[src/ies_pkg.sv]
/*
  package for the internal error severity and inject register bank:
  register offsets, field positions, reset values and bus carrier structs.
  assumes a 32-bit AXI4-Lite register bus with 12 significant address bits.
*/
package ies_pkg;

  // register byte offsets
  localparam logic [11:0] IES_OFS_STATUS = 12'h480;
  localparam logic [11:0] IES_OFS_MASK = 12'h484;
  localparam logic [11:0] IES_OFS_SEVERITY = 12'h48c;
  localparam logic [11:0] IES_OFS_INJECT = 12'h490;
  localparam logic [11:0] IES_OFS_IRQ_STATUS = 12'h494;
  localparam logic [11:0] IES_OFS_IRQ_MASK = 12'h498;

  // address and data widths
  localparam int IES_AW = 12;
  localparam int IES_DW = 32;
  localparam int IES_NERR = 19;

  // internal error field positions
  localparam int IES_BIT_ING_POSTED_TO = 0;
  localparam int IES_BIT_ING_NONPOSTED_TO = 1;
  localparam int IES_BIT_ING_COMPL_TO = 2;
  localparam int IES_BIT_RESERVED = 3;
  localparam int IES_BIT_EGR_POSTED_TO = 4;
  localparam int IES_BIT_EGR_NONPOSTED_TO = 5;
  localparam int IES_BIT_EGR_COMPL_TO = 6;
  localparam int IES_BIT_ING_DATA_SINGLE = 7;
  localparam int IES_BIT_ING_DATA_DOUBLE = 8;
  localparam int IES_BIT_ING_CTL_SINGLE = 9;
  localparam int IES_BIT_ING_CTL_DOUBLE = 10;
  localparam int IES_BIT_EGR_DATA_SINGLE = 11;
  localparam int IES_BIT_EGR_DATA_DOUBLE = 12;
  localparam int IES_BIT_EGR_CTL_SINGLE = 13;
  localparam int IES_BIT_EGR_CTL_DOUBLE = 14;
  localparam int IES_BIT_E2E_PARITY = 15;
  localparam int IES_BIT_UNRELIABLE_LINK = 16;
  localparam int IES_BIT_REPLAY_CTL_SINGLE = 17;
  localparam int IES_BIT_REPLAY_CTL_DOUBLE = 18;

  // interrupt status field positions
  localparam int IES_IRQ_BIT_UNCOR = 0;
  localparam int IES_IRQ_BIT_COR = 1;
  localparam int IES_NIRQ = 2;

  // implemented bits and reset values
  localparam logic [IES_NERR-1:0] IES_ERR_DEFINED = 19'h7fff7;
  localparam logic [IES_NERR-1:0] IES_SEVERITY_RESET = 19'h4d511;
  localparam logic [IES_NERR-1:0] IES_MASK_RESET = 19'h00000;
  localparam logic [IES_NERR-1:0] IES_STATUS_RESET = 19'h00000;
  localparam logic [IES_DW-1:0] IES_INJECT_RESET = 32'h00000000;
  localparam logic [IES_NIRQ-1:0] IES_IRQ_RESET = 2'h0;

  // axi response codes
  localparam logic [1:0] IES_RESP_OKAY = 2'h0;
  localparam logic [1:0] IES_RESP_DECERR = 2'h3;

  // master to slave signals
  typedef struct packed {
    logic [IES_AW-1:0] awaddr;
    logic awvalid;
    logic [IES_DW-1:0] wdata;
    logic [3:0] wstrb;
    logic wvalid;
    logic bready;
    logic [IES_AW-1:0] araddr;
    logic arvalid;
    logic rready;
  } ies_axil_req_s;

  // slave to master signals
  typedef struct packed {
    logic awready;
    logic wready;
    logic bvalid;
    logic [1:0] bresp;
    logic arready;
    logic rvalid;
    logic [IES_DW-1:0] rdata;
    logic [1:0] rresp;
  } ies_axil_rsp_s;

endpackage

[src/ies_sticky.sv]
/*
  vector of sticky flags: set by hardware, cleared by a one-cycle clear vector.
  assumes set and clear come from logic on the same clock.
*/
`timescale 1ns/1ps
module ies_sticky #(
  parameter int W = 1,
  parameter logic [W-1:0] KEEP = '1
) (
  // clock and reset
  input wire logic clk_in,
  input wire logic nrst_in,
  // flag control
  input wire logic [W-1:0] set_in,
  input wire logic [W-1:0] clr_in,
  // flag state
  output logic [W-1:0] flag_out
);

  // a set in the clearing cycle wins over the clear
  always_ff @(posedge clk_in or negedge nrst_in) begin
    if (!nrst_in) begin
      flag_out <= '0;
    end else begin
      flag_out <= ((flag_out & ~clr_in) | set_in) & KEEP;
    end
  end

endmodule

[src/ies_regs.sv]
/*
  internal error severity, inject, status and mask registers of one switch
  port, with an axi4-lite slave, correctable and uncorrectable report outputs
  and an interrupt.
  assumes error detect pulses come from core logic on REF_CLK_IN.
*/
// Decided for this implementation: the AXI4-Lite register port.
`timescale 1ns/1ps
// Behaviour
// - set unmasked error with severity one: uncorrectable
// - set unmasked error with severity zero: correctable
// - severity bit 12 read-write, default one
// - severity bits 13, 14 default zero, one
// - severity bit 15 defaults to one
// - severity bit 16 defaults to zero
// - severity bits 17, 18 default zero, one
// - inject one sets status bit; zero nothing
// - inject bits always read back zero
// - inject bits 0-2 ingress timeouts, 3 reserved
// - inject bits 4-6 egress timeouts
// - inject bits 7-10 ingress memory errors
// - inject bits 11-14 egress memory errors
// - inject bits 15-18 parity, link, replay errors
module ies_regs (
  // clock and reset
  input wire logic REF_CLK_IN,
  input wire logic NRST_IN,
  // register bus
  input wire ies_pkg::ies_axil_req_s AXIL_REQ_IN,
  output ies_pkg::ies_axil_rsp_s AXIL_RSP_OUT,
  // natural error detect pulses, one per internal error type
  input wire logic [ies_pkg::IES_NERR-1:0] ERR_DETECT_IN,
  // error reporting
  output logic UNCOR_ERR_OUT,
  output logic COR_ERR_OUT,
  output logic IRQ_OUT
);

  import ies_pkg::*;

  logic [IES_NERR-1:0] severity;
  logic [IES_NERR-1:0] err_mask;
  logic [IES_NERR-1:0] err_status;
  logic [IES_NIRQ-1:0] irq_mask;
  logic [IES_NIRQ-1:0] irq_status;
  logic [IES_AW-1:0] aw_addr;
  logic [IES_DW-1:0] w_data;
  logic [3:0] w_strb;
  logic wr_fire;
  logic [IES_DW-1:0] wr_bits;
  logic wr_hit;
  logic [IES_DW-1:0] rd_data;
  logic rd_hit;
  logic [IES_NERR-1:0] inject_set;
  logic [IES_NERR-1:0] status_clr;
  logic [IES_NERR-1:0] live;
  logic [IES_NIRQ-1:0] irq_set;
  logic [IES_NIRQ-1:0] irq_clr;
  logic sev_written;
  logic aw_ready;
  logic w_ready;
  logic b_valid;
  logic [1:0] b_resp;
  logic ar_ready;
  logic r_valid;
  logic [IES_DW-1:0] r_data;
  logic [1:0] r_resp;
  logic [IES_DW-1:0] strb_bits;

  // response fields gathered into the carrier, each straight from a flop
  assign AXIL_RSP_OUT = '{awready: aw_ready, wready: w_ready, bvalid: b_valid, bresp: b_resp,
    arready: ar_ready, rvalid: r_valid, rdata: r_data, rresp: r_resp};

  // write address and data accepted in either order
  always_ff @(posedge REF_CLK_IN or negedge NRST_IN) begin
    if (!NRST_IN) begin
      aw_ready <= 1'b1;
      aw_addr <= '0;
    end else if (AXIL_REQ_IN.awvalid && aw_ready) begin
      aw_ready <= 1'b0;
      aw_addr <= AXIL_REQ_IN.awaddr;
    end else if (b_valid && AXIL_REQ_IN.bready) begin
      aw_ready <= 1'b1;
    end
  end

  // write data capture
  always_ff @(posedge REF_CLK_IN or negedge NRST_IN) begin
    if (!NRST_IN) begin
      w_ready <= 1'b1;
      w_data <= '0;
      w_strb <= '0;
    end else if (AXIL_REQ_IN.wvalid && w_ready) begin
      w_ready <= 1'b0;
      w_data <= AXIL_REQ_IN.wdata;
      w_strb <= AXIL_REQ_IN.wstrb;
    end else if (b_valid && AXIL_REQ_IN.bready) begin
      w_ready <= 1'b1;
    end
  end

  // the write takes effect once, the cycle after both halves are held
  assign wr_fire = !aw_ready && !w_ready && !b_valid;
  assign strb_bits = {{8{w_strb[3]}}, {8{w_strb[2]}}, {8{w_strb[1]}}, {8{w_strb[0]}}};
  assign wr_bits = w_data & strb_bits;

  // write address decode
  always_comb begin
    unique case (aw_addr)
      IES_OFS_STATUS, IES_OFS_MASK, IES_OFS_SEVERITY, IES_OFS_INJECT, IES_OFS_IRQ_STATUS,
      IES_OFS_IRQ_MASK: wr_hit = 1'b1;
      default: wr_hit = 1'b0;
    endcase
  end

  // write response
  always_ff @(posedge REF_CLK_IN or negedge NRST_IN) begin
    if (!NRST_IN) begin
      b_valid <= 1'b0;
      b_resp <= IES_RESP_OKAY;
    end else if (wr_fire) begin
      b_valid <= 1'b1;
      b_resp <= wr_hit ? IES_RESP_OKAY : IES_RESP_DECERR;
    end else if (AXIL_REQ_IN.bready) begin
      b_valid <= 1'b0;
    end
  end

  // severity register, software retained, reserved bits dropped
  always_ff @(posedge REF_CLK_IN or negedge NRST_IN) begin
    if (!NRST_IN) begin
      severity <= IES_SEVERITY_RESET;
    end else if (wr_fire && aw_addr == IES_OFS_SEVERITY) begin
      // strobed bytes take the written value, zeros included
      severity <= ((severity & ~strb_bits[IES_NERR-1:0]) | (w_data[IES_NERR-1:0] & strb_bits[IES_NERR-1:0]))
        & IES_ERR_DEFINED;
    end
  end

  // error mask register
  always_ff @(posedge REF_CLK_IN or negedge NRST_IN) begin
    if (!NRST_IN) begin
      err_mask <= IES_MASK_RESET;
    end else if (wr_fire && aw_addr == IES_OFS_MASK) begin
      err_mask <= wr_bits[IES_NERR-1:0] & IES_ERR_DEFINED;
    end
  end

  // interrupt mask register
  always_ff @(posedge REF_CLK_IN or negedge NRST_IN) begin
    if (!NRST_IN) begin
      irq_mask <= IES_IRQ_RESET;
    end else if (wr_fire && aw_addr == IES_OFS_IRQ_MASK) begin
      irq_mask <= wr_bits[IES_NIRQ-1:0];
    end
  end

  // inject bits map one to one onto status bits and are never stored
  assign inject_set = (wr_fire && aw_addr == IES_OFS_INJECT) ?
    (wr_bits[IES_NERR-1:0] & IES_ERR_DEFINED) : '0;
  assign status_clr = (wr_fire && aw_addr == IES_OFS_STATUS) ? wr_bits[IES_NERR-1:0] : '0;

  // error status: natural and injected errors share one path
  ies_sticky #(
    .W(IES_NERR),
    .KEEP(IES_ERR_DEFINED)
  ) u_err_status (
    .clk_in(REF_CLK_IN),
    .nrst_in(NRST_IN),
    .set_in(ERR_DETECT_IN | inject_set),
    .clr_in(status_clr),
    .flag_out(err_status)
  );

  // unmasked pending errors, split by severity
  assign live = err_status & ~err_mask;

  // report outputs
  always_ff @(posedge REF_CLK_IN or negedge NRST_IN) begin
    if (!NRST_IN) begin
      UNCOR_ERR_OUT <= 1'b0;
      COR_ERR_OUT <= 1'b0;
    end else begin
      UNCOR_ERR_OUT <= |(live & severity);
      COR_ERR_OUT <= |(live & ~severity);
    end
  end

  // interrupt events: a report output that starts
  assign irq_set[IES_IRQ_BIT_UNCOR] = |(live & severity) && !UNCOR_ERR_OUT;
  assign irq_set[IES_IRQ_BIT_COR] = |(live & ~severity) && !COR_ERR_OUT;
  assign irq_clr = (wr_fire && aw_addr == IES_OFS_IRQ_STATUS) ? wr_bits[IES_NIRQ-1:0] : '0;

  // interrupt status flags
  ies_sticky #(
    .W(IES_NIRQ),
    .KEEP('1)
  ) u_irq_status (
    .clk_in(REF_CLK_IN),
    .nrst_in(NRST_IN),
    .set_in(irq_set),
    .clr_in(irq_clr),
    .flag_out(irq_status)
  );

  // interrupt line
  always_ff @(posedge REF_CLK_IN or negedge NRST_IN) begin
    if (!NRST_IN) begin
      IRQ_OUT <= 1'b0;
    end else begin
      IRQ_OUT <= |(irq_status & irq_mask);
    end
  end

  // read decode, upper bits zero
  always_comb begin
    rd_data = '0;
    rd_hit = 1'b1;
    unique case (AXIL_REQ_IN.araddr)
      IES_OFS_STATUS: rd_data[IES_NERR-1:0] = err_status;
      IES_OFS_MASK: rd_data[IES_NERR-1:0] = err_mask;
      IES_OFS_SEVERITY: rd_data[IES_NERR-1:0] = severity;
      IES_OFS_INJECT: rd_data = IES_INJECT_RESET;
      IES_OFS_IRQ_STATUS: rd_data[IES_NIRQ-1:0] = irq_status;
      IES_OFS_IRQ_MASK: rd_data[IES_NIRQ-1:0] = irq_mask;
      default: rd_hit = 1'b0;
    endcase
  end

  // read channel: data follows the address one cycle later
  always_ff @(posedge REF_CLK_IN or negedge NRST_IN) begin
    if (!NRST_IN) begin
      ar_ready <= 1'b1;
      r_valid <= 1'b0;
      r_data <= '0;
      r_resp <= IES_RESP_OKAY;
    end else if (AXIL_REQ_IN.arvalid && ar_ready) begin
      ar_ready <= 1'b0;
      r_valid <= 1'b1;
      r_data <= rd_data;
      r_resp <= rd_hit ? IES_RESP_OKAY : IES_RESP_DECERR;
    end else if (r_valid && AXIL_REQ_IN.rready) begin
      ar_ready <= 1'b1;
      r_valid <= 1'b0;
    end
  end

  // helper: severity untouched since reset
  always_ff @(posedge REF_CLK_IN or negedge NRST_IN) begin
    if (!NRST_IN) begin
      sev_written <= 1'b0;
    end else if (wr_fire && aw_addr == IES_OFS_SEVERITY) begin
      sev_written <= 1'b1;
    end
  end

  // an unmasked uncorrectable error shows on the next edge
  property p_uncor_report;
    @(posedge REF_CLK_IN) disable iff (!NRST_IN)
      |(err_status & ~err_mask & severity) |=> UNCOR_ERR_OUT;
  endproperty
  a_uncor_report: assert property (p_uncor_report) else $error("uncorrectable report missing");

  // the correctable report never shows without a cause on the edge before
  property p_cor_report;
    @(posedge REF_CLK_IN) disable iff (!NRST_IN)
      COR_ERR_OUT |-> $past(|(err_status & ~err_mask & ~severity));
  endproperty
  a_cor_report: assert property (p_cor_report) else $error("correctable report without cause");

  // an unmasked correctable error raises the correctable report next edge
  property p_cor_set;
    @(posedge REF_CLK_IN) disable iff (!NRST_IN)
      |(err_status & ~err_mask & ~severity) |=> COR_ERR_OUT;
  endproperty
  a_cor_set: assert property (p_cor_set) else $error("correctable report missing");

  // the uncorrectable report never shows without a cause
  property p_uncor_cause;
    @(posedge REF_CLK_IN) disable iff (!NRST_IN)
      UNCOR_ERR_OUT |-> $past(|(err_status & ~err_mask & severity));
  endproperty
  a_uncor_cause: assert property (p_uncor_cause) else $error("uncorrectable report without cause");

  // severity holds its reset layout until software writes it
  property p_sev_default;
    @(posedge REF_CLK_IN) disable iff (!NRST_IN)
      !sev_written |-> severity == IES_SEVERITY_RESET;
  endproperty
  a_sev_default: assert property (p_sev_default) else $error("severity default wrong");

  // severity bit 12 follows a full write of it
  property p_sev_rw;
    @(posedge REF_CLK_IN) disable iff (!NRST_IN)
      (wr_fire && aw_addr == IES_OFS_SEVERITY && w_strb[1])
        |=> severity[IES_BIT_EGR_DATA_DOUBLE] == $past(w_data[IES_BIT_EGR_DATA_DOUBLE]);
  endproperty
  a_sev_rw: assert property (p_sev_rw) else $error("severity bit not writable");

  // reserved bits never read as one
  property p_reserved_zero;
    @(posedge REF_CLK_IN) disable iff (!NRST_IN)
      AXIL_RSP_OUT.rvalid |-> AXIL_RSP_OUT.rdata[31:19] == 13'h0 && !severity[IES_BIT_RESERVED];
  endproperty
  a_reserved_zero: assert property (p_reserved_zero) else $error("reserved bits not zero");

  // each injected one lands in the status one edge later
  property p_inject_sets;
    @(posedge REF_CLK_IN) disable iff (!NRST_IN)
      (wr_fire && aw_addr == IES_OFS_INJECT)
        |=> (err_status & $past(wr_bits[IES_NERR-1:0] & IES_ERR_DEFINED))
          == $past(wr_bits[IES_NERR-1:0] & IES_ERR_DEFINED);
  endproperty
  a_inject_sets: assert property (p_inject_sets) else $error("inject did not set status");

  // inject reads back zero
  property p_inject_reads_zero;
    @(posedge REF_CLK_IN) disable iff (!NRST_IN)
      (AXIL_REQ_IN.arvalid && AXIL_RSP_OUT.arready && AXIL_REQ_IN.araddr == IES_OFS_INJECT)
        |=> AXIL_RSP_OUT.rvalid && AXIL_RSP_OUT.rdata == 32'h00000000;
  endproperty
  a_inject_reads_zero: assert property (p_inject_reads_zero) else $error("inject read not zero");

  // the reserved status position stays clear
  property p_status_bit3;
    @(posedge REF_CLK_IN) disable iff (!NRST_IN)
      !err_status[IES_BIT_RESERVED];
  endproperty
  a_status_bit3: assert property (p_status_bit3) else $error("reserved status bit set");

  // injected unmasked uncorrectable error reaches the report within two edges
  property p_inject_reported;
    @(posedge REF_CLK_IN) disable iff (!NRST_IN)
      (wr_fire && aw_addr == IES_OFS_INJECT && |(wr_bits[IES_NERR-1:0] & ~err_mask & severity & IES_ERR_DEFINED)
        && !(wr_fire && aw_addr == IES_OFS_MASK)) |=> ##1 UNCOR_ERR_OUT || $past(status_clr != '0);
  endproperty
  a_inject_reported: assert property (p_inject_reported) else $error("injected error not reported");

  // write response stands until taken
  property p_bvalid_hold;
    @(posedge REF_CLK_IN) disable iff (!NRST_IN)
      (AXIL_RSP_OUT.bvalid && !AXIL_REQ_IN.bready) |=> AXIL_RSP_OUT.bvalid;
  endproperty
  a_bvalid_hold: assert property (p_bvalid_hold) else $error("write response dropped");

  // an accepted read address is answered on the next edge
  property p_read_answer;
    @(posedge REF_CLK_IN) disable iff (!NRST_IN)
      (AXIL_REQ_IN.arvalid && AXIL_RSP_OUT.arready) |=> AXIL_RSP_OUT.rvalid;
  endproperty
  a_read_answer: assert property (p_read_answer) else $error("read not answered");

  // an enabled pending interrupt flag drives the line next edge
  property p_irq_line;
    @(posedge REF_CLK_IN) disable iff (!NRST_IN)
      |(irq_status & irq_mask) |=> IRQ_OUT;
  endproperty
  a_irq_line: assert property (p_irq_line) else $error("interrupt line missing");

endmodule

[config.mk]
export PLATFORM = sky130hd
export DESIGN_NAME = ies_regs
export DESIGN_NICKNAME = d
export VERILOG_FILES = /design/src/ies_pkg.sv /design/src/ies_sticky.sv /design/src/ies_regs.sv
export SDC_FILE = /design/constraint.sdc
export NUM_CORES = 1
export LEC_CHECK = 0
export ABC_AREA = 1
export BUFFER_PORTS_ARGS = -buffer_cell sky130_fd_sc_hd__buf_4
export CORE_MARGIN = 2
export CORE_UTILIZATION = 55
export CTS_BUF_LIST = sky130_fd_sc_hd__clkbuf_16
export DETAILED_ROUTE_END_ITERATION = 10
export GPL_TIMING_DRIVEN = 0
export PLACE_DENSITY = 0.79
export SYNTH_ARGS = -nofsm -noshare
export SYNTH_HDL_FRONTEND = slang
export SYNTH_HIERARCHICAL = 1
export SYNTH_SLANG_ARGS = --single-unit
[constraint.sdc]
create_clock -name REF_CLK_IN -period 1.9 [get_ports REF_CLK_IN]
set_input_delay 0.57 -clock REF_CLK_IN [delete_from_list [all_inputs] [get_ports REF_CLK_IN]]
set_output_delay 0.57 -clock REF_CLK_IN [all_outputs]
set_load 0.03 [all_outputs]
## Word level (Yosys, flattened, before mapping)

Index checks and enable logic that the tools add are counted.

- Bits in registers: 123
- Latch bits: 0
- Memory bits (writable): 0
- ROM bits: 0
- Input bits: 86
- Memories kept: 0

- Add/subtract/negate cells: 0
- $mul: 0
- Div/mod/pow operators: 0
- Order comparisons: 0
- Equal/unequal tests: 12
- Shift operators: 0
- Mux-type cells: 18
- Bitwise operators: 18
- Reduce and logical (&&, ||, !) cells: 29

Operator list:

| operator | count |
|---|---|
| equality test 12 x 11 -> 1 bit (second input constant) | 12 |
| bitwise AND 19 bit | 7 |
| NOT 19 bit | 4 |
| bitwise OR 19 bit | 3 |
| one-hot mux 17 bit (3 select lines) | 1 |
| 2-to-1 mux 19 bit | 2 |
| OR reduction 19 bit | 2 |
| logical AND 1 bit | 15 |
| OR reduction 6 bit | 2 |
| 2-to-1 mux 1 bit | 11 |
| one-hot mux 2 bit (5 select lines) | 1 |
| nonzero test 2 bit | 4 |
| 2-to-1 mux 2 bit | 3 |
| logical NOT 1 bit | 5 |
| bitwise AND 2 bit | 2 |
| NOT 2 bit | 1 |
| bitwise OR 2 bit | 1 |
| OR reduction 2 bit | 1 |

## Depth between registers and ports, before layout

Gate-level depths: netlist of the first run.

- Depth after elaboration: 8
- Depth in mapped cells: 10

## Modules after synthesis

The synthesis of the first run kept the hierarchy.

Modules (own cells, without submodules):

| module | times used | cells each | area an instance (um^2) | seq. area each (um^2) |
|---|---|---|---|---|
| ies_regs | 1 | 677 | 5,451.5 | 2,541.2 |
| ies_sticky at u_err_status | 1 | 92 | 732.0 | 450.4 |
| ies_sticky at u_irq_status | 1 | 10 | 80.1 | 50.0 |

## Worst setup path after synthesis of the first run

Ideal clock, no wire load.

- Path type: input-to-reg
- Start: in AXIL_REQ_IN[9] (netlist name)
- End: reg r_data[11]
- Data arrival time: 1.502 ns
- Required time: 1.834 ns
- Path slack: 0.332 ns
- Cell stages on the path: 9
- Path buffers: 1
- Path through: inv_1 nor2_1 nand2_2 nor3_4 buf_4 nand3_1 nand3_1 nand2_1 nand2_1

- Cells in the longest elaborated chain, start to end: 2
- Elaborated cells on any way between the ends: 4

Ends and longest elaborated chain:

| element | line | source |
|---|---|---|
| start, declared | ies_regs.sv:29 | `input wire ies_pkg::ies_axil_req_s AXIL_REQ_IN,` |
| equality test 12 x 11 -> 1 bit | ies_regs.sv:219 | `unique case (AXIL_REQ_IN.araddr)` |
| one-hot mux 17 bit (3 select lines) * | ies_regs.sv:219 |  |
| end signal, assigned | ies_regs.sv:240 | `r_data <= rd_data;` |
| end, declared | ies_regs.sv:66 | `logic [IES_DW-1:0] r_data;` |

Mark *: on every way between the ends. The rest lies on a longest branch, timed or not.
A chain may end at the register's enable or synchronous reset.

## Final worst setup path of the first run

- Start: reg aw_ready
- End: out AXIL_RSP_OUT[40] (netlist name)

RTL lines:

| element | line | source |
|---|---|---|
| start, declared | ies_regs.sv:60 | `logic aw_ready;` |
| start signal, assigned | ies_regs.sv:77 | `aw_ready <= 1'b1;` |
| start signal, assigned | ies_regs.sv:80 | `aw_ready <= 1'b0;` |
| start signal, assigned | ies_regs.sv:83 | `aw_ready <= 1'b1;` |
| end, declared | ies_regs.sv:30 | `output ies_pkg::ies_axil_rsp_s AXIL_RSP_OUT,` |

No word-level cell between the ends.

==> results.md, run 1 <==
* Ant diodes at 0
* Post-Route Skew at 0.00464 ns
* Hold Path Class: input port to async pin
* Final Non-Filler Cells at 1062
* Port bufs at 100
* Critical Path Fanout Max at 4
* Synthesized area at 0.00622 mm2
* Final slew viol count at 0
* Leakage power at 3.99 nW
* Fin crit period at 1.82 ns
* Die H at 110 um
* Required @ worst endpoint at 1.33 ns
* CTS HTree Levels at 4
* Status: complete, no violations
* Pwr dens at 1140 mW/mm2
* Setup tns final at 0 ns
* DIE WIDTH at 110 um
* Syn Inst Count at 775
* WL per Instance at 14.7 um
* DRT iter0 DRCs at 376
* Vias in the first global route at 5304
* Grt ovf at 0
* Cells after DPL at 1028
* CTS clk-pin slew, worst paths at 0.05 ns
* Core Area at 0.0109 mm2
* Largest net degree at the start of global routing at 82
* Vias per cell at 5.30
* Die area at 0.0122 mm2
* RSZ-0062 raised after global routing: false
* ANT nets after route at 0
* TritonCTS clock tree: built
* CP startpoint kind: flop
* Final period util at 95.8%
* Count of max-cap constraint violations at 0
* Worst VDD drop at 1.22 mV
* Hold Vio Cnt, Final at 0
* Initial antenna violation count at 0
* Nets at 995
* Worst-Margin Slew at 0.571 ns
* Final-report setup violation count at 0
* Syn. warnings at 6
* Setup CP Type: flop to primary output
* Share of cells above drive strength 1 at 23.6%
* Post-Route WL at 15.6 mm
* CTS Buf Count at 17
* Worst hold slack at 0.0632 ns
* Drt pass-1 iters at 5
* CTS root buf: clkbuf_16
* Fmax achieved at 549 MHz
* Initial core utilization at 56.9%
* First-pass GRT wire length at 25.3 mm
* # IOs at 130
* Syn-to-layout area delta at 26.6%
* DR vias at 5628
* Avg Synthesized Cell Area at 8.03 um2
* Remaining DRCs at 0
* Clock latency on the worst-skew pair at 0.41 ns
* Clk sink count at 120
* Hold buffers post-CTS at 0
* WP data arrival at 1.25 ns
* Placed Area at 0.00722 mm2
* Overall routing resource usage at 27.4%
* RD Place Congestion at 0.858
* Reg2Reg Setup Slack at 0.09 ns
* # rows at 38
* Slew HR at 61.9%
* Crit. End Element: primary output
* Dpl hpwl at 11.4 mm
* Clock tree buffer depth at 2
* Post-route cell area at 0.00788 mm2
layout by cell type, fill, tap and decap left out, drive strengths merged, types with 5 or more instances in the layout:
| master | instances |
|---|---|
| o21ai | 48 |
| nand3b | 11 |
| nor2 | 81 |
| dfstp | 11 |
| inv | 105 |
| a21oi | 25 |
| nand3 | 100 |
| nor3 | 12 |
| buf | 138 |
| conb | 14 |
| mux2 | 10 |
| clkbuf | 29 |
| o21bai | 18 |
| bufinv | 5 |
| dfrtp | 109 |
| clkinvlp | 5 |
| nand2 | 185 |
worst paths after layout:
kind	startpoint	to	cells after the start
max	aw_ready	AXIL_RSP_OUT[40]	2
min	NRST_IN	aw_addr[5]	1
max reg2reg	aw_addr[1]	u_err_status/flag_out[16]	8
min reg2reg	r_data[11]	r_data[11]	2
max in group asynchronous	NRST_IN	ar_ready	2
min in group REF_CLK_IN	AXIL_REQ_IN[14]	b_valid	2
critical path: stages (launching register included):
cell,delay (ns)
dfstp_2,0.58
buf_4,0.12
buf_4,0.14
repair_timing:
item                                    CTS  global route
resized for setup                         0             1
endpoints found under the setup margin    0             9
setup buffers                             0             2
power breakdown:
part	internal [mW]	switching, mW	leakage [nW]
logic	0.790	1.39	2.27
clock network	2.30	1.14	0.297
registers	3.04	0.298	1.42
stage by stage:
| stage | setup slack, ns | util, % | total power [mW] |
|---|---|---|---|
| 3_3_place_gp | 0.00610 | 65.8 | 5.38 |
| 6_report | 0.0795 | 72.0 | 8.96 |
| 2_1_floorplan | 0.332 | - | 4.78 |
| 3_5_place_dp | -0.0148 | 66.0 | 5.49 |
| 5_1_grt | 0.0161 | 72.0 | 9.42 |
| 4_1_cts | 0.0734 | 71.8 | 8.95 |
area by class of cell:
class                           instances  area [um2]
Buffer                                 47         318
Clock buffer                           17         425
Clock inverter                         15         209
Fill cell                             849        3060
Inverter                              104         390
Multi-Input combinational cell        516        2540
Sequential cell                       120        3020
Tap cell                              140         175
Timing Repair Buffer                  103         797
routing by layer:
layer  up-vias  GRT usage [%]  part of all wire, %
met5         -              0                    0
met4         0           10.2                  2.1
met3        29           7.23                  7.6
met2       253           45.0                   47
met1      2628           35.0                   43
li1       2718              -                    -
No activity file was read; power rests on OpenSTA's default activity.
==> inputs of run 2 (changes only) <==
- SETUP_SLACK_MARGIN: default -> 0.2
- clock period: 1.9 -> 1.8 ns (I/O delays scaled with it)
==> run 2 against run 1 <==
Against the previous run:
- first-iteration DRC count rose by 40%
- core utilization increased by 6.3 points
- power rose by 15%
- flip-flop and latch count did not move
- die area stayed put
- count of clock-buffer cells in the layout is the same
==> results.md, run 2 (synthesis results as in run 1) <==
* Core Area at 0.0109 mm2 (unchanged)
* Final period util at 95.8%
* DR vias at 6020 (was 5628)
* TritonCTS clock tree: built (unchanged)
* WL per Instance at 17.0 um (was 14.7 um)
* Worst VDD drop at 1.09 mV (was 1.22 mV)
* Sequential Power Share at 34.7% (was 37.2%)
* Setup CP Type: flop to primary output (unchanged)
* Vias per cell at 5.51 (was 5.30)
* Most common cell after layout, fill and taps aside: nand2_1 (unchanged)
* CTS HTree Levels at 4 (unchanged)
* Vias in the first global route at 5541 (was 5304)
* DIE WIDTH at 110 um (unchanged)
* Ant diodes at 0 (unchanged)
* Initial core utilization at 56.9% (unchanged)
* Initial antenna violation count at 0 (unchanged)
* CTS Buf Count at 17 (unchanged)
* Most frequent cells in the layout: 171 x nand2_1, 123 x buf_4, 109 x dfrtp_1 (was 182 x nand2_1, 124 x buf_4, 109 x dfrtp_1)
* Fmax achieved at 580 MHz
* CTS root buf: clkbuf_16 (unchanged)
* Remaining DRCs at 0 (unchanged)
* Clock tree buffer depth at 2 (unchanged)
* Critical Path Fanout Max at 2 (was 4)
* ANT nets after route at 0 (unchanged)
* Combinational group share of total power at 29.8% (was 24.3%)
* WP data arrival at 1.18 ns (was 1.25 ns)
* Count of max-cap constraint violations at 0 (unchanged)
* Internal power at 6.80 mW (was 6.13 mW)
* Slew HR at 61.3% (was 61.9%)
* Place WS at -0.0848 ns (was -0.0148 ns)
* Crit. End Element: primary output (unchanged)
* Post-Route WL at 18.6 mm (was 15.6 mm)
* Overall routing resource usage at 28.9% (was 27.4%)
* Worst-Margin Slew at 0.581 ns (was 0.571 ns)
* Status: complete, no violations (unchanged)
* First-pass GRT wire length at 26.7 mm (was 25.3 mm)
* Drt pass-1 iters at 7 (was 5)
* Switching part of the total power at 34.0% (was 31.6%)
* Grt ovf at 0 (unchanged)
* Share of cells above drive strength 1 at 32.2% (was 23.6%)
* CP startpoint kind: flop (unchanged)
* Post-Route Skew at 0.00699 ns (was 0.00464 ns)
* Dpl hpwl at 11.4 mm (unchanged)
* Clk sink count at 120 (unchanged)
* # rows at 38 (unchanged)
* Setup tns final at 0 ns (unchanged)
* Hold Path Class: input port to async pin (unchanged)
* Leakage power at 4.27 nW (was 3.99 nW)
* Required @ worst endpoint at 1.26 ns (was 1.33 ns)
* Worst reg-to-reg path cell count at 9 (was 8)
* Clock latency on the worst-skew pair at 0.42 ns (was 0.41 ns)
* Reg2Reg Setup Slack at 0.09 ns (about the same)
* # IOs at 130 (unchanged)
* Net switching power at 3.51 mW (was 2.83 mW)
* DRT iter0 DRCs at 526 (was 376)
* Port bufs at 100 (unchanged)
* RR Startpoint: b_valid (was aw_addr[1])
* CTS clk-pin slew, worst paths at 0.06 ns (was 0.05 ns)
* Hold Vio Cnt, Final at 0 (unchanged)
* Largest net degree at the start of global routing at 82 (unchanged)
* Final Util at 78.3% (was 72.0%)
* RD Place Congestion at 0.858 (unchanged)
* Power Total at 10.3 mW (was 8.96 mW)
* Syn-to-layout area delta at 37.7% (was 26.6%)
* Final slew viol count at 0 (unchanged)
* Nets at 1025 (was 995)
* Fin worst setup slack at 0.0761 ns (was 0.0795 ns)
* Final-report setup violation count at 0 (unchanged)
* Die area at 0.0122 mm2 (unchanged)
* RSZ-0062 raised after global routing: true (was false)
* Hold buffers post-CTS at 0 (unchanged)
* Pwr dens at 1200 mW/mm2 (was 1140 mW/mm2)
* FF-to-FF End: u_err_status/flag_out[18] (was u_err_status/flag_out[16])
* Die H at 110 um (unchanged)
* Fin crit period at 1.72 ns
* Clock power share at 35.5% (was 38.4%)
run 2: cell types whose count changed in the layout (fill, tap and decap cells not counted), sizes merged:
cell	before	now
buf	138	165
nand3	100	101
clkbuf	29	31
run 2: routing by layer:
metal	track usage (%)	vias up	share of wire (%)
met3	7.82	75	8.2
li1	-	2782	-
met4	11.2	0	4.2
met5	0	-	0
met2	47.5	355	48
met1	36.5	2808	39
run 2: power groups by stage:
stage	clock network (mW)	registers [mW]	logic [mW]
finish	3.66	3.57	3.08
global route	3.82	3.61	3.31
CTS	3.66	3.50	2.59
detailed placement	0	3.56	2.24
global placement	0	3.53	2.15
floorplan	0	3.56	1.48
run 2: worst max-delay path by stage:
stage / start / end / slack, ns / depth (start not counted)
floorplan: AXIL_REQ_IN[9] / r_data[11] / 0.26 / 9
global placement: NRST_IN / r_data[14] / -0.06 / 1
detailed placement: AXIL_REQ_IN[8] / r_data[9] / -0.08 / 9
CTS: aw_ready / AXIL_RSP_OUT[40] / 0.09 / 2
global route: aw_ready / AXIL_RSP_OUT[40] / 0.04 / 2
finish: aw_ready / AXIL_RSP_OUT[40] / 0.08 / 2
run 2: worst max-delay path, stage by stage, from the launching register on:
cell	delay, ns
dfstp_2	0.56
buf_6	0.10
buf_6	0.11
run 2: area by class of cell:
| class | instances | area (um2) |
|---|---|---|
| buffer | 47 | 377 |
| clock buffer | 17 | 425 |
| clock inverter | 15 | 209 |
| fill | 707 | 2370 |
| inverter | 104 | 390 |
| multi-input combinational | 517 | 2830 |
| sequential | 120 | 3020 |
| tap | 140 | 175 |
| timing repair buffer | 132 | 1140 |
run 2: metrics by stage:
stage / area (um2) / cells / hold slack [ns]
after detailed placement: 7220 / 1028 / 0.470
final: 8560 / 1092 / 0.0185
after global routing: 8560 / 1092 / 0.0385
after CTS: 8070 / 1076 / 0.0404
after floorplan: 6260 / 787 / 0.244
after global placement: 7190 / 1027 / 0.465
run 2: timing repair:
item | 4_1_cts | 5_1_grt
pin swaps | 4 | 15
endpoints found under the setup margin | 46 | 93
gates cloned | 0 | 6
hold endpoints to repair | 0 | 0
resized for setup | 23 | 106
buffers inserted | 16 | 10
==> inputs of run 3 (changes only) <==
- ABC_AREA: 1 -> default
- PLACE_DENSITY: 0.79 -> 0.8
==> run 3 against run 2 <==
Against the previous run:
- the run now ends with setup timing left
- synthesized cell count is 30% lower
- via count decreased by 7.8%
- synthesized area decreased by 4.9%
- sequential share of layout area is 0.58 points lower
- clock power down 5%
- core utilization grew 5.7 points
- flip-flop and latch count stayed put
- first-iteration DRC count is 0.38% lower
- non-clock buffer count is 11 higher
- register-to-register slack lost 0.45 ns
- critical endpoint is now u_err_status/flag_out[14]
- largest power group is now sequential cells
==> results.md, run 3 <==
* Status: finished, violations left (was complete, no violations)
* Failing checks: setup timing
* Die H at 108 um (was 110 um)
* Final Util at 84.0% (was 78.3%)
* Syn Inst Count at 545 (was 775)
* Vias in the first global route at 5124 (was 5541)
* Grt ovf at 0 (unchanged)
* Post-Route WL at 20.6 mm (was 18.6 mm)
* Initial antenna violation count at 0 (unchanged)
* Die area at 0.0116 mm2 (was 0.0122 mm2)
* Final Non-Filler Cells at 873 (was 1092)
* Wl on met1 at 7.25 mm (was 7.29 mm)
* Slew HR at 48.8% (was 61.3%)
* Overall routing resource usage at 31.6% (was 28.9%)
* Fin crit period at 2.16 ns (was 1.72 ns)
* Pwr dens at 1080 mW/mm2 (was 1200 mW/mm2)
* Drt pass-1 iters at 7 (unchanged)
* Top routing layer used: met4 (unchanged)
* Clock latency on the worst-skew pair at 0.42 ns (about the same)
* Syn-to-layout area delta at 47.2% (was 37.7%)
* Post-route cell area at 0.00871 mm2 (was 0.00856 mm2)
* Hold Path Class: input port to async pin (unchanged)
* Critical Path Fanout Max at 6 (was 2)
* CP startpoint kind: flop (unchanged)
* # rows at 37 (was 38)
* Required @ worst endpoint at 2.14 ns (was 1.26 ns)
* Setup tns final at -6.83 ns (was 0 ns)
* Critical Path Source: w_ready (was aw_ready)
* WL per Instance at 23.6 um (was 17.0 um)
* Largest net degree at the start of global routing at 88 (was 82)
* Slowest stage delay, CP at 0.40 ns (was 0.56 ns)
* Placed Area at 0.00699 mm2 (was 0.00722 mm2)
* Final period util at 120% (was 95.8%)
* Crit. End Element: flop (was primary output)
* Port bufs at 98 (was 100)
* Fmax achieved at 463 MHz (was 580 MHz)
* Power Total at 9.41 mW (was 10.3 mW)
* Hold Vio Cnt, Final at 0 (unchanged)
* Worst-Margin Slew at 0.769 ns (was 0.581 ns)
* Place WS at -0.528 ns (was -0.0848 ns)
* Worst hold slack at 0.0107 ns (was 0.0185 ns)
* CTS Buf Count at 17 (unchanged)
* Core Area at 0.0104 mm2 (was 0.0109 mm2)
* Nets at 810 (was 1025)
* Share of cells above drive strength 1 at 52.1% (was 32.2%)
* DR vias at 5549 (was 6020)
* RD Place Congestion at 0.858 (about the same)
* Fin worst setup slack at -0.359 ns (was 0.0761 ns)
* Cells after DPL at 792 (was 1028)
* Ant diodes at 0 (unchanged)
* DRT iter0 DRCs at 524 (was 526)
* Most common cell after layout, fill and taps aside: buf_4 (was nand2_1)
* Setup CP Type: flop to flop (was flop to primary output)
* Final slew viol count at 0 (unchanged)
* CP dominant cell by count: buf_6 (unchanged)
* Syn. warnings at 6 (unchanged)
* WP data arrival at 2.50 ns (was 1.18 ns)
* CTS clk-pin slew, worst paths at 0.06 ns (about the same)
* TritonCTS clock tree: built (unchanged)
* Count of max-cap constraint violations at 0 (unchanged)
* Cells along the critical path: nor3_4 > nand4_1 > buf_4 > buf_6 > or2_4 > buf_6 > buf_12 > o21bai_2 > a21o_1 (was buf_6 > buf_6)
* RR Startpoint: w_ready (was b_valid)
* Most frequent cells in the layout: 118 x buf_4, 108 x dfrtp_1, 48 x buf_6 (was 171 x nand2_1, 123 x buf_4, 109 x dfrtp_1)
* Avg Synthesized Cell Area at 10.9 um2 (was 8.03 um2)
* CTS root buf: clkbuf_16 (unchanged)
* Remaining DRCs at 0 (unchanged)
* DIE WIDTH at 108 um (was 110 um)
* Vias per cell at 6.36 (was 5.51)
* Slowest cell on crit path: dfstp_2 (unchanged)
* Synthesized area at 0.00592 mm2 (was 0.00622 mm2)
* CTS HTree Levels at 4 (unchanged)
* Hold buffers post-CTS at 0 (unchanged)
* Dpl hpwl at 10.6 mm (was 11.4 mm)
* Initial core utilization at 57.1% (was 56.9%)
* Filler cells at 509 (was 707)
* Clock tree buffer depth at 2 (unchanged)
* Met3 wire length at 2.04 mm (was 1.53 mm)
* Post-Route Skew at 0.00760 ns (was 0.00699 ns)
* RSZ-0062 raised after global routing: true (unchanged)
* ANT nets after route at 0 (unchanged)
* WL met2 at 9.94 mm (was 8.99 mm)
* First-pass GRT wire length at 27.5 mm (was 26.7 mm)
* Final-report setup violation count at 50 (was 0)
* # IOs at 130 (unchanged)
* Clk sink count at 120 (unchanged)
* Leakage power at 3.82 nW (was 4.27 nW)
* Worst VDD drop at 1.17 mV (was 1.09 mV)
## run 3: report_power, final
group | internal (mW) | switching, mW
clock | 2.18 | 1.31
combinational | 0.971 | 1.31
sequential | 3.18 | 0.467
## run 3: critical path: cells and delay by family, from the launching register on
family,cells,cell delay [ns]
AND/OR/NAND/NOR,3,0.77
AO/OA/AOI/OAI,2,0.32
flip-flops,1,0.40
buffers and inverters,4,0.58
## run 3: cell type report
cell class	instances	area, um2	area share (%)
plain buffers	41	353	4.05
clock inverters	15	175	2.01
repair buffers	149	1360	15.6
inverters	29	109	1.25
clock buffers	17	425	4.88
multi-input cells	366	3100	35.6
well taps	136	170	1.95
flip-flops and latches	120	3020	34.7
## run 3: final timing paths
kind / end / slack (ns) / cells past startpoint
max reg2reg: u_err_status/flag_out[14] / -0.36 / 9
min in group REF_CLK_IN: aw_ready / 0.28 / 2
min reg2reg: r_data[3] / 0.49 / 2
max in group asynchronous: u_err_status/flag_out[6] / 1.05 / 2
max: u_err_status/flag_out[14] / -0.36 / 9
min: aw_addr[11] / 0.01 / 1
## run 3: repair_timing
action / 4_1_cts / 5_1_grt
setup buffers: 34 / 8
pin swaps: 53 / 35
hold endpoints to repair: 0 / 0
gates resized for setup: 145 / 65
endpoints found under the setup margin: 85 / 104
cloned: 6 / 2
## run 3: per-layer routing
| metal | GRT usage, % | vias up |
|---|---|---|
| met3 | 6.42 | 125 |
| met5 | 0 | - |
| met1 | 41.4 | 2672 |
| li1 | - | 2290 |
| met4 | 13.4 | 0 |
| met2 | 51.4 | 462 |
